`src/design/brs_pkg.sv`:
```
// Constants, encodings and types for the brown-out reset sequencer.
// Assumes a 20 MHz APB clock and one oscillator period per pclk cycle.
package brs_pkg;

	// Clock rate and timer width
	localparam int unsigned CLK_MHZ = 20;
	localparam int unsigned TMR_W = 16;

	// Oscillator settle time in oscillator periods, one period per pclk
	localparam int unsigned SETTLE_TOSC = 1024;
	localparam int unsigned SETTLE_CYC = SETTLE_TOSC;

	// Power-up delay and clock-monitor delay in microseconds
	localparam int unsigned PUD_US = 400;
	localparam int unsigned FSCM_US = 500;
	localparam int unsigned PUD_CYC = PUD_US * CLK_MHZ;
	localparam int unsigned FSCM_CYC = FSCM_US * CLK_MHZ;

	// Register byte addresses
	localparam int unsigned ADDR_W = 8;
	localparam logic [7:0] ADDR_CFG = 8'h00;
	localparam logic [7:0] ADDR_CAUSE = 8'h04;
	localparam logic [7:0] ADDR_OSC = 8'h08;
	localparam logic [7:0] ADDR_ISTS = 8'h0c;
	localparam logic [7:0] ADDR_IMSK = 8'h10;

	// Field positions
	localparam int unsigned CFG_SEL_LSB = 0;
	localparam int unsigned CFG_MODE_LSB = 4;
	localparam int unsigned CFG_PUD_BIT = 8;
	localparam int unsigned CAUSE_DIP_BIT = 1;
	localparam int unsigned OSC_LOCK_BIT = 5;
	localparam int unsigned OSC_CUR_LSB = 12;
	localparam int unsigned IRQ_DIP_BIT = 0;
	localparam int unsigned IRQ_REL_BIT = 1;
	localparam int unsigned IRQ_N = 2;

	// Reset values of configuration fields
	localparam logic [2:0] SEL_RST = 3'h0;
	localparam logic [1:0] MODE_RST = 2'h3;
	localparam logic PUD_RST = 1'b1;

	// Oscillator select encodings
	localparam logic [2:0] SEL_FRC = 3'h0;
	localparam logic [2:0] SEL_FRC_PLL = 3'h1;
	localparam logic [2:0] SEL_PRI = 3'h2;
	localparam logic [2:0] SEL_PRI_PLL = 3'h3;

	// Primary oscillator mode encodings
	localparam logic [1:0] MODE_EC = 2'h0;
	localparam logic [1:0] MODE_XT = 2'h1;
	localparam logic [1:0] MODE_HS = 2'h2;
	localparam logic [1:0] MODE_OFF = 2'h3;

	// Sequencer states
	typedef enum logic [1:0] {
		BRS_HOLD,
		BRS_WAIT,
		BRS_RUN
	} brs_state_e;

endpackage

```
`src/design/brs_tmr_if.sv`:
```
// Start, load and done of one delay timer.
// Assumes both ends run on pclk.
`timescale 1ns/1ps
`default_nettype none
interface brs_tmr_if #(parameter int W = 16) ();
	logic start;
	logic [W-1:0] load;
	logic done;
	modport ctl (output start, output load, input done);
	modport tmr (input start, input load, output done);
endinterface
`default_nettype wire

```
`src/design/brs_delay_timer.sv`:
```
// Down-counting delay timer, loaded by a start pulse.
// Assumes start is a one-cycle pulse on pclk; done is stale on that cycle.
`timescale 1ns/1ps
`default_nettype none
module brs_delay_timer #(
	parameter int W = 16
) (
	// Clock, reset, enable
	input wire logic pclk,
	input wire logic presetn,
	input wire logic ce,
	// Control
	brs_tmr_if.tmr tif
);

	typedef struct packed {
		logic [W-1:0] cnt;
		logic run;
	} brs_tmr_s;

	brs_tmr_s s_q;
	brs_tmr_s s_d;

	// Load on start, then count down to zero
	always_comb begin
		s_d = s_q;
		if (tif.start) begin
			s_d.cnt = tif.load;
			s_d.run = 1'b1;
		end else if (s_q.run && s_q.cnt != '0) begin
			s_d.cnt = s_q.cnt - 1'b1;
		end
	end

	always_ff @(posedge pclk or negedge presetn) begin
		if (!presetn) begin
			s_q <= '0;
		end else if (ce) begin
			s_q <= s_d;
		end
	end

	// Expired once the count reaches zero
	assign tif.done = s_q.run && (s_q.cnt == '0);

endmodule
`default_nettype wire

```
`src/design/brs_seq.sv`:
```
// Brown-out reset sequencer with APB registers and one interrupt line.
// Assumes brownout_det and pll_lock arrive asynchronously from analog.
//
// Notes on behaviour
// A detected supply dip drives a reset pulse to the whole device.
// After a dip, clock source follows oscillator select and primary mode.
// Oscillator selected: clock gated until 1024 oscillator periods elapse.
// PLL selected: clock gated until the PLL lock flag reads one.
// Power-up delay runs in parallel; reset released only after it.
// Zero power-up delay with crystal: only clock-monitor delay applies.
// A supply-dip reset sets the dip flag in the reset-cause register.
// Dip detection and reset stay active in Sleep and Idle.
// Dip flag survives its reset; only a software zero write clears it.
// Analog dip level is synchronised before it starts the sequence.
//
// The implementer's own choices: the APB slave port and the register offsets.
`timescale 1ns/1ps
`default_nettype none
module brs_seq #(
	parameter logic [brs_pkg::TMR_W-1:0] PUD_CYC =
		brs_pkg::TMR_W'(brs_pkg::PUD_CYC),
	parameter logic [brs_pkg::TMR_W-1:0] FSCM_CYC =
		brs_pkg::TMR_W'(brs_pkg::FSCM_CYC)
) (
	// Clock, reset, enable
	input wire logic pclk,
	input wire logic presetn,
	input wire logic ce,
	// APB slave
	input wire logic psel,
	input wire logic penable,
	input wire logic pwrite,
	input wire logic [brs_pkg::ADDR_W-1:0] paddr,
	input wire logic [31:0] pwdata,
	output logic [31:0] prdata,
	output logic pready,
	output logic pslverr,
	// Analog monitor and PLL
	input wire logic brownout_det,
	input wire logic pll_lock,
	// Device reset and clock control
	output logic dev_reset_n,
	output logic sysclk_en,
	output logic [2:0] cur_osc_sel,
	// Interrupt
	output logic irq
);

	typedef struct packed {
		logic bo_s1;
		logic bo_s2;
		logic lk_s1;
		logic lk_s2;
		brs_pkg::brs_state_e st;
		logic [2:0] new_osc_select;
		logic [1:0] primary_osc_mode;
		logic pud_en;
		logic [2:0] act_sel;
		logic osc_use;
		logic pll_use;
		logic settle_go;
		logic dly_go;
		logic [brs_pkg::TMR_W-1:0] dly_load;
		logic flag_dip;
		logic [brs_pkg::IRQ_N-1:0] irq_sts;
		logic [brs_pkg::IRQ_N-1:0] irq_msk;
		logic rst_n;
		logic clk_en;
		logic irq;
		logic pready;
		logic pslverr;
		logic [31:0] prdata;
	} brs_seq_s;

	brs_seq_s s_q;
	brs_seq_s s_d;

	brs_tmr_if #(.W(brs_pkg::TMR_W)) settle_if ();
	brs_tmr_if #(.W(brs_pkg::TMR_W)) dly_if ();

	// Oscillator settle timer and power-up delay timer
	brs_delay_timer #(.W(brs_pkg::TMR_W)) u_settle (
		.pclk(pclk),
		.presetn(presetn),
		.ce(ce),
		.tif(settle_if.tmr)
	);
	brs_delay_timer #(.W(brs_pkg::TMR_W)) u_dly (
		.pclk(pclk),
		.presetn(presetn),
		.ce(ce),
		.tif(dly_if.tmr)
	);

	assign settle_if.start = s_q.settle_go;
	assign settle_if.load = brs_pkg::TMR_W'(brs_pkg::SETTLE_CYC);
	assign dly_if.start = s_q.dly_go;
	assign dly_if.load = s_q.dly_load;

	// Clock source decoded from configuration fields
	logic sel_pri;
	logic sel_osc;
	logic sel_pll;
	logic sel_xtal;
	assign sel_pri = (s_q.new_osc_select == brs_pkg::SEL_PRI) ||
		(s_q.new_osc_select == brs_pkg::SEL_PRI_PLL);
	assign sel_osc = sel_pri &&
		(s_q.primary_osc_mode != brs_pkg::MODE_OFF);
	assign sel_pll = (s_q.new_osc_select == brs_pkg::SEL_FRC_PLL) ||
		(s_q.new_osc_select == brs_pkg::SEL_PRI_PLL);
	assign sel_xtal = sel_osc &&
		((s_q.primary_osc_mode == brs_pkg::MODE_XT) ||
		(s_q.primary_osc_mode == brs_pkg::MODE_HS));

	// APB phase decode
	logic apb_setup;
	logic apb_done;
	logic apb_wr;
	logic cause_clr;
	assign apb_setup = psel && !penable;
	assign apb_done = psel && penable && s_q.pready;
	assign apb_wr = apb_done && pwrite;
	assign cause_clr = apb_wr && (paddr == brs_pkg::ADDR_CAUSE) &&
		!pwdata[brs_pkg::CAUSE_DIP_BIT];

	// Clock and reset release conditions while waiting
	logic clk_ok;
	logic rel_ok;
	assign clk_ok = !s_q.settle_go &&
		(!s_q.osc_use || settle_if.done) &&
		(!s_q.pll_use || s_q.lk_s2);
	assign rel_ok = clk_ok && !s_q.dly_go && dly_if.done;

	// Next state of the whole block
	always_comb begin
		s_d = s_q;
		s_d.bo_s1 = brownout_det;
		s_d.bo_s2 = s_q.bo_s1;
		s_d.lk_s1 = pll_lock;
		s_d.lk_s2 = s_q.lk_s1;
		s_d.settle_go = 1'b0;
		s_d.dly_go = 1'b0;
		s_d.pready = 1'b0;
		s_d.pslverr = 1'b0;

		// Register read in the setup cycle, no wait state
		if (apb_setup) begin
			s_d.pready = 1'b1;
			s_d.prdata = 32'h0000_0000;
			case (paddr)
				brs_pkg::ADDR_CFG: begin
					s_d.prdata[brs_pkg::CFG_SEL_LSB +: 3] = s_q.new_osc_select;
					s_d.prdata[brs_pkg::CFG_MODE_LSB +: 2] =
						s_q.primary_osc_mode;
					s_d.prdata[brs_pkg::CFG_PUD_BIT] = s_q.pud_en;
				end
				brs_pkg::ADDR_CAUSE: begin
					s_d.prdata[brs_pkg::CAUSE_DIP_BIT] = s_q.flag_dip;
				end
				brs_pkg::ADDR_OSC: begin
					s_d.prdata[brs_pkg::OSC_LOCK_BIT] = s_q.lk_s2;
					s_d.prdata[brs_pkg::OSC_CUR_LSB +: 3] = s_q.act_sel;
				end
				brs_pkg::ADDR_ISTS: begin
					s_d.prdata[brs_pkg::IRQ_N-1:0] = s_q.irq_sts;
				end
				brs_pkg::ADDR_IMSK: begin
					s_d.prdata[brs_pkg::IRQ_N-1:0] = s_q.irq_msk;
				end
				default: begin
					s_d.pslverr = 1'b1;
				end
			endcase
		end

		// Register writes at the completing edge
		if (apb_wr) begin
			case (paddr)
				brs_pkg::ADDR_CFG: begin
					s_d.new_osc_select = pwdata[brs_pkg::CFG_SEL_LSB +: 3];
					s_d.primary_osc_mode = pwdata[brs_pkg::CFG_MODE_LSB +: 2];
					s_d.pud_en = pwdata[brs_pkg::CFG_PUD_BIT];
				end
				brs_pkg::ADDR_IMSK: begin
					s_d.irq_msk = pwdata[brs_pkg::IRQ_N-1:0];
				end
				default: begin
				end
			endcase
		end
		if (cause_clr) begin
			s_d.flag_dip = 1'b0;
		end

		// Status read clears only the bits that were returned
		if (apb_done && !pwrite && paddr == brs_pkg::ADDR_ISTS) begin
			s_d.irq_sts = s_q.irq_sts & ~s_q.prdata[brs_pkg::IRQ_N-1:0];
		end

		// Reset sequence
		case (s_q.st)
			brs_pkg::BRS_HOLD: begin
				s_d.rst_n = 1'b0;
				s_d.clk_en = 1'b0;
				if (!s_q.bo_s2) begin
					s_d.act_sel = s_q.new_osc_select;
					s_d.osc_use = sel_osc;
					s_d.pll_use = sel_pll;
					if (s_q.pud_en) begin
						s_d.dly_load = PUD_CYC;
					end else if (sel_xtal) begin
						s_d.dly_load = FSCM_CYC;
					end else begin
						s_d.dly_load = '0;
					end
					s_d.settle_go = 1'b1;
					s_d.dly_go = 1'b1;
					s_d.st = brs_pkg::BRS_WAIT;
				end
			end
			brs_pkg::BRS_WAIT: begin
				s_d.clk_en = clk_ok;
				if (rel_ok) begin
					s_d.rst_n = 1'b1;
					s_d.irq_sts[brs_pkg::IRQ_REL_BIT] = 1'b1;
					s_d.st = brs_pkg::BRS_RUN;
				end
			end
			brs_pkg::BRS_RUN: begin
			end
			default: begin
				s_d.st = brs_pkg::BRS_HOLD;
			end
		endcase

		// Dip acts in every state while ce is high; set wins over clear
		if (s_q.bo_s2) begin
			s_d.st = brs_pkg::BRS_HOLD;
			s_d.rst_n = 1'b0;
			s_d.clk_en = 1'b0;
			s_d.flag_dip = 1'b1;
			s_d.irq_sts[brs_pkg::IRQ_DIP_BIT] = 1'b1;
		end

		s_d.irq = |(s_d.irq_sts & s_d.irq_msk);
	end

	// State register, frozen while ce is low
	always_ff @(posedge pclk or negedge presetn) begin
		if (!presetn) begin
			s_q <= '0;
			s_q.new_osc_select <= brs_pkg::SEL_RST;
			s_q.primary_osc_mode <= brs_pkg::MODE_RST;
			s_q.pud_en <= brs_pkg::PUD_RST;
			s_q.st <= brs_pkg::BRS_HOLD;
		end else if (ce) begin
			s_q <= s_d;
		end
	end

	// Outputs straight from the state register
	assign prdata = s_q.prdata;
	assign pready = s_q.pready;
	assign pslverr = s_q.pslverr;
	assign dev_reset_n = s_q.rst_n;
	assign sysclk_en = s_q.clk_en;
	assign cur_osc_sel = s_q.act_sel;
	assign irq = s_q.irq;
endmodule
`default_nettype wire

```
`config.mk`:
```
export PLATFORM = sky130hd
export DESIGN_NAME = brs_seq
export DESIGN_NICKNAME = d
export VERILOG_FILES = /design/src/design/brs_pkg.sv /design/src/design/brs_tmr_if.sv /design/src/design/brs_delay_timer.sv /design/src/design/brs_seq.sv
export SDC_FILE = /design/constraint.sdc
export NUM_CORES = 1
export LEC_CHECK = 0
export ABC_AREA = 1
export BUFFER_PORTS_ARGS = -buffer_cell sky130_fd_sc_hd__buf_2
export CORE_UTILIZATION = 50
export CTS_CLUSTER_DIAMETER = 60
export DETAILED_ROUTE_END_ITERATION = 10
export PLACE_DENSITY = 0.74
export SYNTH_ARGS = -nofsm -noshare
export SYNTH_HDL_FRONTEND = slang
export SYNTH_SLANG_ARGS = --single-unit
export TNS_END_PERCENT = 20
```
`constraint.sdc`:
```
create_clock -name pclk -period 1.65 [get_ports pclk]
set_input_delay 0.0825 -clock pclk [delete_from_list [all_inputs] [get_ports pclk]]
set_output_delay 0.0825 -clock pclk [all_outputs]
set_load 0.01 [all_outputs]
```
==> run summary, run 1 <==
I/O pin count: 88
MaxCap Viol Count: 0
Mean Syn Cell Area: 7.912 sq um
vias in the first global route: 3469
kind of critical path: flip-flop to flip-flop
Crit path required time: 1.89 ns
H-tree levels: 3
worst skew pair latency: 0.35 ns
Vias/cell: 5.219
number of synthesized flops with an enable pin: 0
first-pass GRT wire length: 15010 microns
hold path depth: 3
CTS Sinks: 73
VDD IR max: 557.7 uV
endpoints failing setup: 11
largest cells by area after synthesis: dfrtp_1, nand2_1, buf_4, nor2_1, inv_1
Area Growth Syn to Fin: 18.21%
Site Rows: 33
power per cell area: 1458 nW/um^2
FFs w/ async S/R, synth: 100.0%
floorplan die width: 93.49 microns
RSZ-0062 raised after global routing: yes
sequential area share after synthesis: 43.74%
Slew @ Worst Pin: 0.5628 ns
layout cells sized above 1: 24.96%
Peak Freq: 591.5 MHz
final instance area: 4947 sq um
Total GRT Usage: 21.93%
number of distinct library cells after synthesis: 44
count leader, synth: nand2_1
TritonCTS Buffers: 9
Pleak: 2.435 nW
Cells after Synth: 529
crit path max fanout: 6
ANT nets after route: 0
Root Buffer: clkbuf_8
DRC: 0
yosys warns: 0
Ant. Diodes: 0
Worst Setup End Kind: flip-flop
Post-Syn Area: 4185 sq um
grt ovf: 0
Core ar.: 8175 sq um
Post-synth top flop: dfrtp_1
CTS tree: built
failing checks: negative setup slack
run status: finished, violations left
WL final: 9241 microns
DRT Pass-1 Iters: 5
total number of vias: 3643
largest net degree at the start of global routing: 26
die area: 8740 sq um
startpoint types: flip-flop
dpl cell area: 4398 sq um
setup ws final: -0.04053 ns
initial antenna violation count: 0
minimum clock period: 1.691 ns
Pwr Total: 7.213 mW
clk_skew: 0.01191 ns
Slew Limit Fails: 0
CTS clk-pin slew, worst paths: 0.08 ns
crit path DAT: 1.93 ns
Clock Tree Buf Depth: 2
GPL Wtd Cong: 0.8485
Detail Placement HPWL: 6482 microns
Initial Utilization: 51.19%
worst min-delay path category: primary input to flip-flop
Yosys top cell area share: 41.85%
final hold vios: 0
Seq cells post-synth: 73
routed len/inst: 13.24 microns
Yosys top cell by area: dfrtp_1
die height: 93.49 microns
port buffer count: 38
Commonest cells post-synth: nand2_1, dfrtp_1, nor2_1
Rel. slew slack: 62.48%
Post-layout nets: 641
initial DRC count: 153
Tcrit/Tclk final: 102.5%
Worst Reg-to-Reg Cells: 12
## critical path, cell delays in order (launching register included)
cell     delay, ns
dfrtp_1       0.40
inv_2         0.11
ha_4          0.14
inv_2         0.03
nor2_1        0.07
nand2_1       0.07
nor2_2        0.10
nand2_2       0.12
nand2_4       0.14
nand2_8       0.08
buf_6         0.15
nor2_1        0.12
a21oi_2       0.04
## metal layers
metal	vias to the layer above	routed length [microns]	GRT usage (%)
met1	1747	3968	27.14
met3	28	353	3.821
met4	0	272	10.77
met5	-	0	0
met2	99	4648	36.95
li1	1769	-	-
## placed cells by master, fill, tap and decap left out, types with 3 or more instances in the layout
cell type and instances:
nand2_1 126, dfrtp_1 68, nor2_1 59, inv_1 38, buf_2 38, o21ai_0 27
conb_1 23, buf_4 21, nand3_1 19, nor2_2 14, inv_2 12, xor2_1 10
a21oi_1 10, o31ai_1 9, clkbuf_8 9, nand4_1 8, o21ai_1 8, dlygate4sd3_1 8
nor3_1 7, nor2_4 6, nand2_2 5, nand2_4 4, a21oi_2 4, xnor2_1 4
nor3_4 3, inv_6 3, mux2_1 3, ha_4 3, dfstp_2 3
## timing repair
| item | CTS | global route |
|---|---|---|
| hold buffers | 8 | 0 |
| resized for setup | 4 | 47 |
| pin swaps | 0 | 14 |
| setup endpoints to repair | 9 | 29 |
| hold endpoints to repair | 22 | 0 |
| buffers inserted | 0 | 10 |
## registers in the layout, indices dropped and copies added, names as in the netlist
register / cells
pready: 1
s_q: 17
u_dly.s_q: 17
sysclk_en: 1
irq: 1
dev_reset_n: 1
settle_if.start: 1
cur_osc_sel: 3
pslverr: 1
s_d: 2
dly_if.load: 3
prdata: 9
u_settle.s_q: 16
## layout make-up
cell class,count,area (sq um)
sequential,73,1833
tap,105,131.4
fill,705,3228
multi-input combinational,382,2095
timing repair buffer,71,490.5
clock inverter,7,77.57
inverter,51,196.4
clock buffer,9,123.9
## worst paths after layout
| kind | from | end | slack (ns) |
|---|---|---|---|
| max | u_dly.s_q[2] | u_dly.s_q[13] | -0.04 |
| min | pwdata[1] | s_q[69] | 0.04 |
| max reg2reg | u_dly.s_q[2] | u_dly.s_q[13] | -0.04 |
| min reg2reg | s_d[75] | s_d[75] | 0.48 |
| max in group asynchronous | presetn | prdata[14] | 0.85 |
| min in group asynchronous | presetn | prdata[8] | 0.25 |
## per-stage QoR
step / std cells / hold slack, ns / utilization [%] / setup WS, ns / setup TNS, ns
finish: 698 / 0.03917 / 60.51 / -0.04053 / -0.2496
global route: 698 / 0.07063 / 60.51 / -0.1125 / -1.356
CTS: 688 / 0.01871 / 57.39 / -0.008055 / -0.008055
detailed placement: 664 / 0.1018 / 53.80 / -0.02178 / -0.03330
global placement: 664 / 0.09699 / 53.80 / 0.02686 / 0
floorplan: 551 / -0.2131 / - / 0.1192 / 0
## cells by family after synthesis
family / count (synthesis) / share of synthesized area (%)
xor gates and xnor gates: 14 / 2.930
adders and majority gates: 5 / 1.495
DFF: 73 / 43.74
muxes: 3 / 0.8071
other: 1 / 0.08960
buffers and inverters: 96 / 12.50
AOI/OAI and AO/OA: 71 / 9.746
and+or+nand+nor: 266 / 28.70
## report_power, final
| part | switching [mW] | internal [mW] |
|---|---|---|
| sequential | 0.491 | 2.22 |
| clock | 0.724 | 0.711 |
| combinational | 1.81 | 1.26 |
| total | 3.02 | 4.19 |
No activity file was read; power rests on OpenSTA's default activity.
==> run 2, diff against run 1 <==
--- a/config.mk
+++ b/config.mk
@@ -11,6 +11,7 @@
 export CTS_CLUSTER_DIAMETER = 60
 export DETAILED_ROUTE_END_ITERATION = 10
 export PLACE_DENSITY = 0.74
+export SKIP_CTS_REPAIR_TIMING = 1
 export SYNTH_ARGS = -nofsm -noshare
 export SYNTH_HDL_FRONTEND = slang
 export SYNTH_SLANG_ARGS = --single-unit
==> run summary, run 2 (same netlist as run 1, synthesis figures left out) <==
routed len/inst: 13.26 microns
I/O pin count: 88
Critical R2R Launch: u_dly.s_q[2]
grt ovf: 0
Area Growth Syn to Fin: 18.48%
floorplan die width: 93.49 microns
CTS tree: built
sequential power share: 37.5%
Worst Hold Endpoint: s_q[69]
Switching Share: 41.83%
Pleak: 2.443 nW
WL final: 9268 microns
DP Worst Slack: -0.02178 ns
failing checks: negative setup slack
Slew @ Worst Pin: 0.5626 ns
MaxCap Viol Count: 0
Vias/cell: 5.256
Crit path required time: 1.89 ns
Slew Limit Fails: 0
Largest regs: s_q: 17 flops, u_dly.s_q: 17 flops, u_settle.s_q: 16 flops
Rel. slew slack: 62.49%
switching pwr: 3.013 mW
CTS Sinks: 73
kind of critical path: flip-flop to flip-flop
Pwr Total: 7.202 mW
vias in the first global route: 3429
final hold vios: 0
CTS clk-pin slew, worst paths: 0.08 ns
TritonCTS Buffers: 9
DR WL met2: 4656 microns
setup ws final: -0.04949 ns
Detail Placement HPWL: 6482 microns
Post-layout nets: 642
die height: 93.49 microns
initial DRC count: 168
endpoints failing setup: 11
Initial Utilization: 51.19%
setup_tns: -0.2294 ns
largest net degree at the start of global routing: 26
H-tree levels: 3
met3 WL post-DR: 458 microns
routed length on met1: 3897 microns
total number of vias: 3674
initial antenna violation count: 0
worst min-delay path category: primary input to flip-flop
crit path DAT: 1.94 ns
Finished Core Util: 60.65%
Clock Tree Buf Depth: 2
Site Rows: 33
startpoint types: flip-flop
RSZ-0062 raised after global routing: yes
hold path depth: 3
worst skew pair latency: 0.35 ns
most frequent cells in the layout: nand2_1, dfrtp_1, nor2_1, inv_1, buf_2
top layer in use: met4
minimum clock period: 1.699 ns
Clock Power Share: 19.9%
most common cell after layout, fill and taps aside: nand2_1
non-filler cells, final: 699
Tcrit/Tclk final: 103.0%
Core ar.: 8175 sq um
Internal Power: 4.189 mW
DRT Pass-1 Iters: 5
Total GRT Usage: 21.81%
power per cell area: 1452 nW/um^2
Ant. Diodes: 0
Reg2Reg Setup Slack: -0.05 ns
Hold Path Origin: pwdata[1]
clk_skew: 0.009500 ns
Fin Hold WS: 0.03975 ns
Worst Setup End Kind: flip-flop
GPL Wtd Cong: 0.8485
dpl cells: 664
dpl cell area: 4398 sq um
VDD IR max: 555.2 uV
Reg-to-Reg End: u_dly.s_q[7]
Crit. Startpoint: u_dly.s_q[2]
run status: finished, violations left
crit path max fanout: 7
Root Buffer: clkbuf_8
port buffer count: 38
Worst Reg-to-Reg Cells: 12
ANT nets after route: 0
final instance area: 4959 sq um
Combinational Power Share: 42.6%
first-pass GRT wire length: 14950 microns
die area: 8740 sq um
DRC: 0
Peak Freq: 588.4 MHz
layout cells sized above 1: 25.25%
-- run 2: worst max path at each step --
stage / to / slack (ns) / cells past startpoint
2_1_floorplan: u_dly.s_q[13] / 0.12 / 10
3_3_place_gp: irq / 0.03 / 12
3_5_place_dp: u_dly.s_q[6] / -0.02 / 12
4_1_cts: u_settle.s_q[3] / -0.07 / 9
5_1_grt: u_dly.s_q[7] / -0.10 / 12
6_report: u_dly.s_q[7] / -0.05 / 12
-- run 2: metal layers --
layer | track usage [%] | vias to the layer above
met5 | 0 | -
met1 | 27.09 | 1736
met4 | 11.03 | 0
met3 | 3.821 | 30
li1 | - | 1768
met2 | 36.46 | 140
-- run 2: critical path, stage by stage (launching register included) --
cell     delay, ns
dfrtp_1       0.40
inv_2         0.11
ha_4          0.14
inv_2         0.03
nor2_1        0.07
nand2_1       0.07
nor2_2        0.10
nand2_2       0.12
nand2_4       0.14
nand2_8       0.08
buf_6         0.16
nor2_1        0.11
a21oi_1       0.06
-- run 2: cell type report --
type | count | area [sq um]
fillers | 694 | 3217
inverters | 51 | 198.9
multi-input cells | 382 | 2096
clock buffers | 9 | 123.9
well taps | 105 | 131.4
clock inverters | 7 | 77.57
repair buffers | 72 | 498.0
flip-flops and latches | 73 | 1833
-- run 2: power by group through the flow --
stage                     logic (mW)  clock network, mW  registers, mW
final                           3.07               1.43           2.70
after detailed placement        2.49                  0           2.69
after global placement          2.40                  0           2.66
after CTS                       2.53               1.46           2.66
after global routing            3.42               1.53           2.76
after floorplan                 1.97                  0           2.59
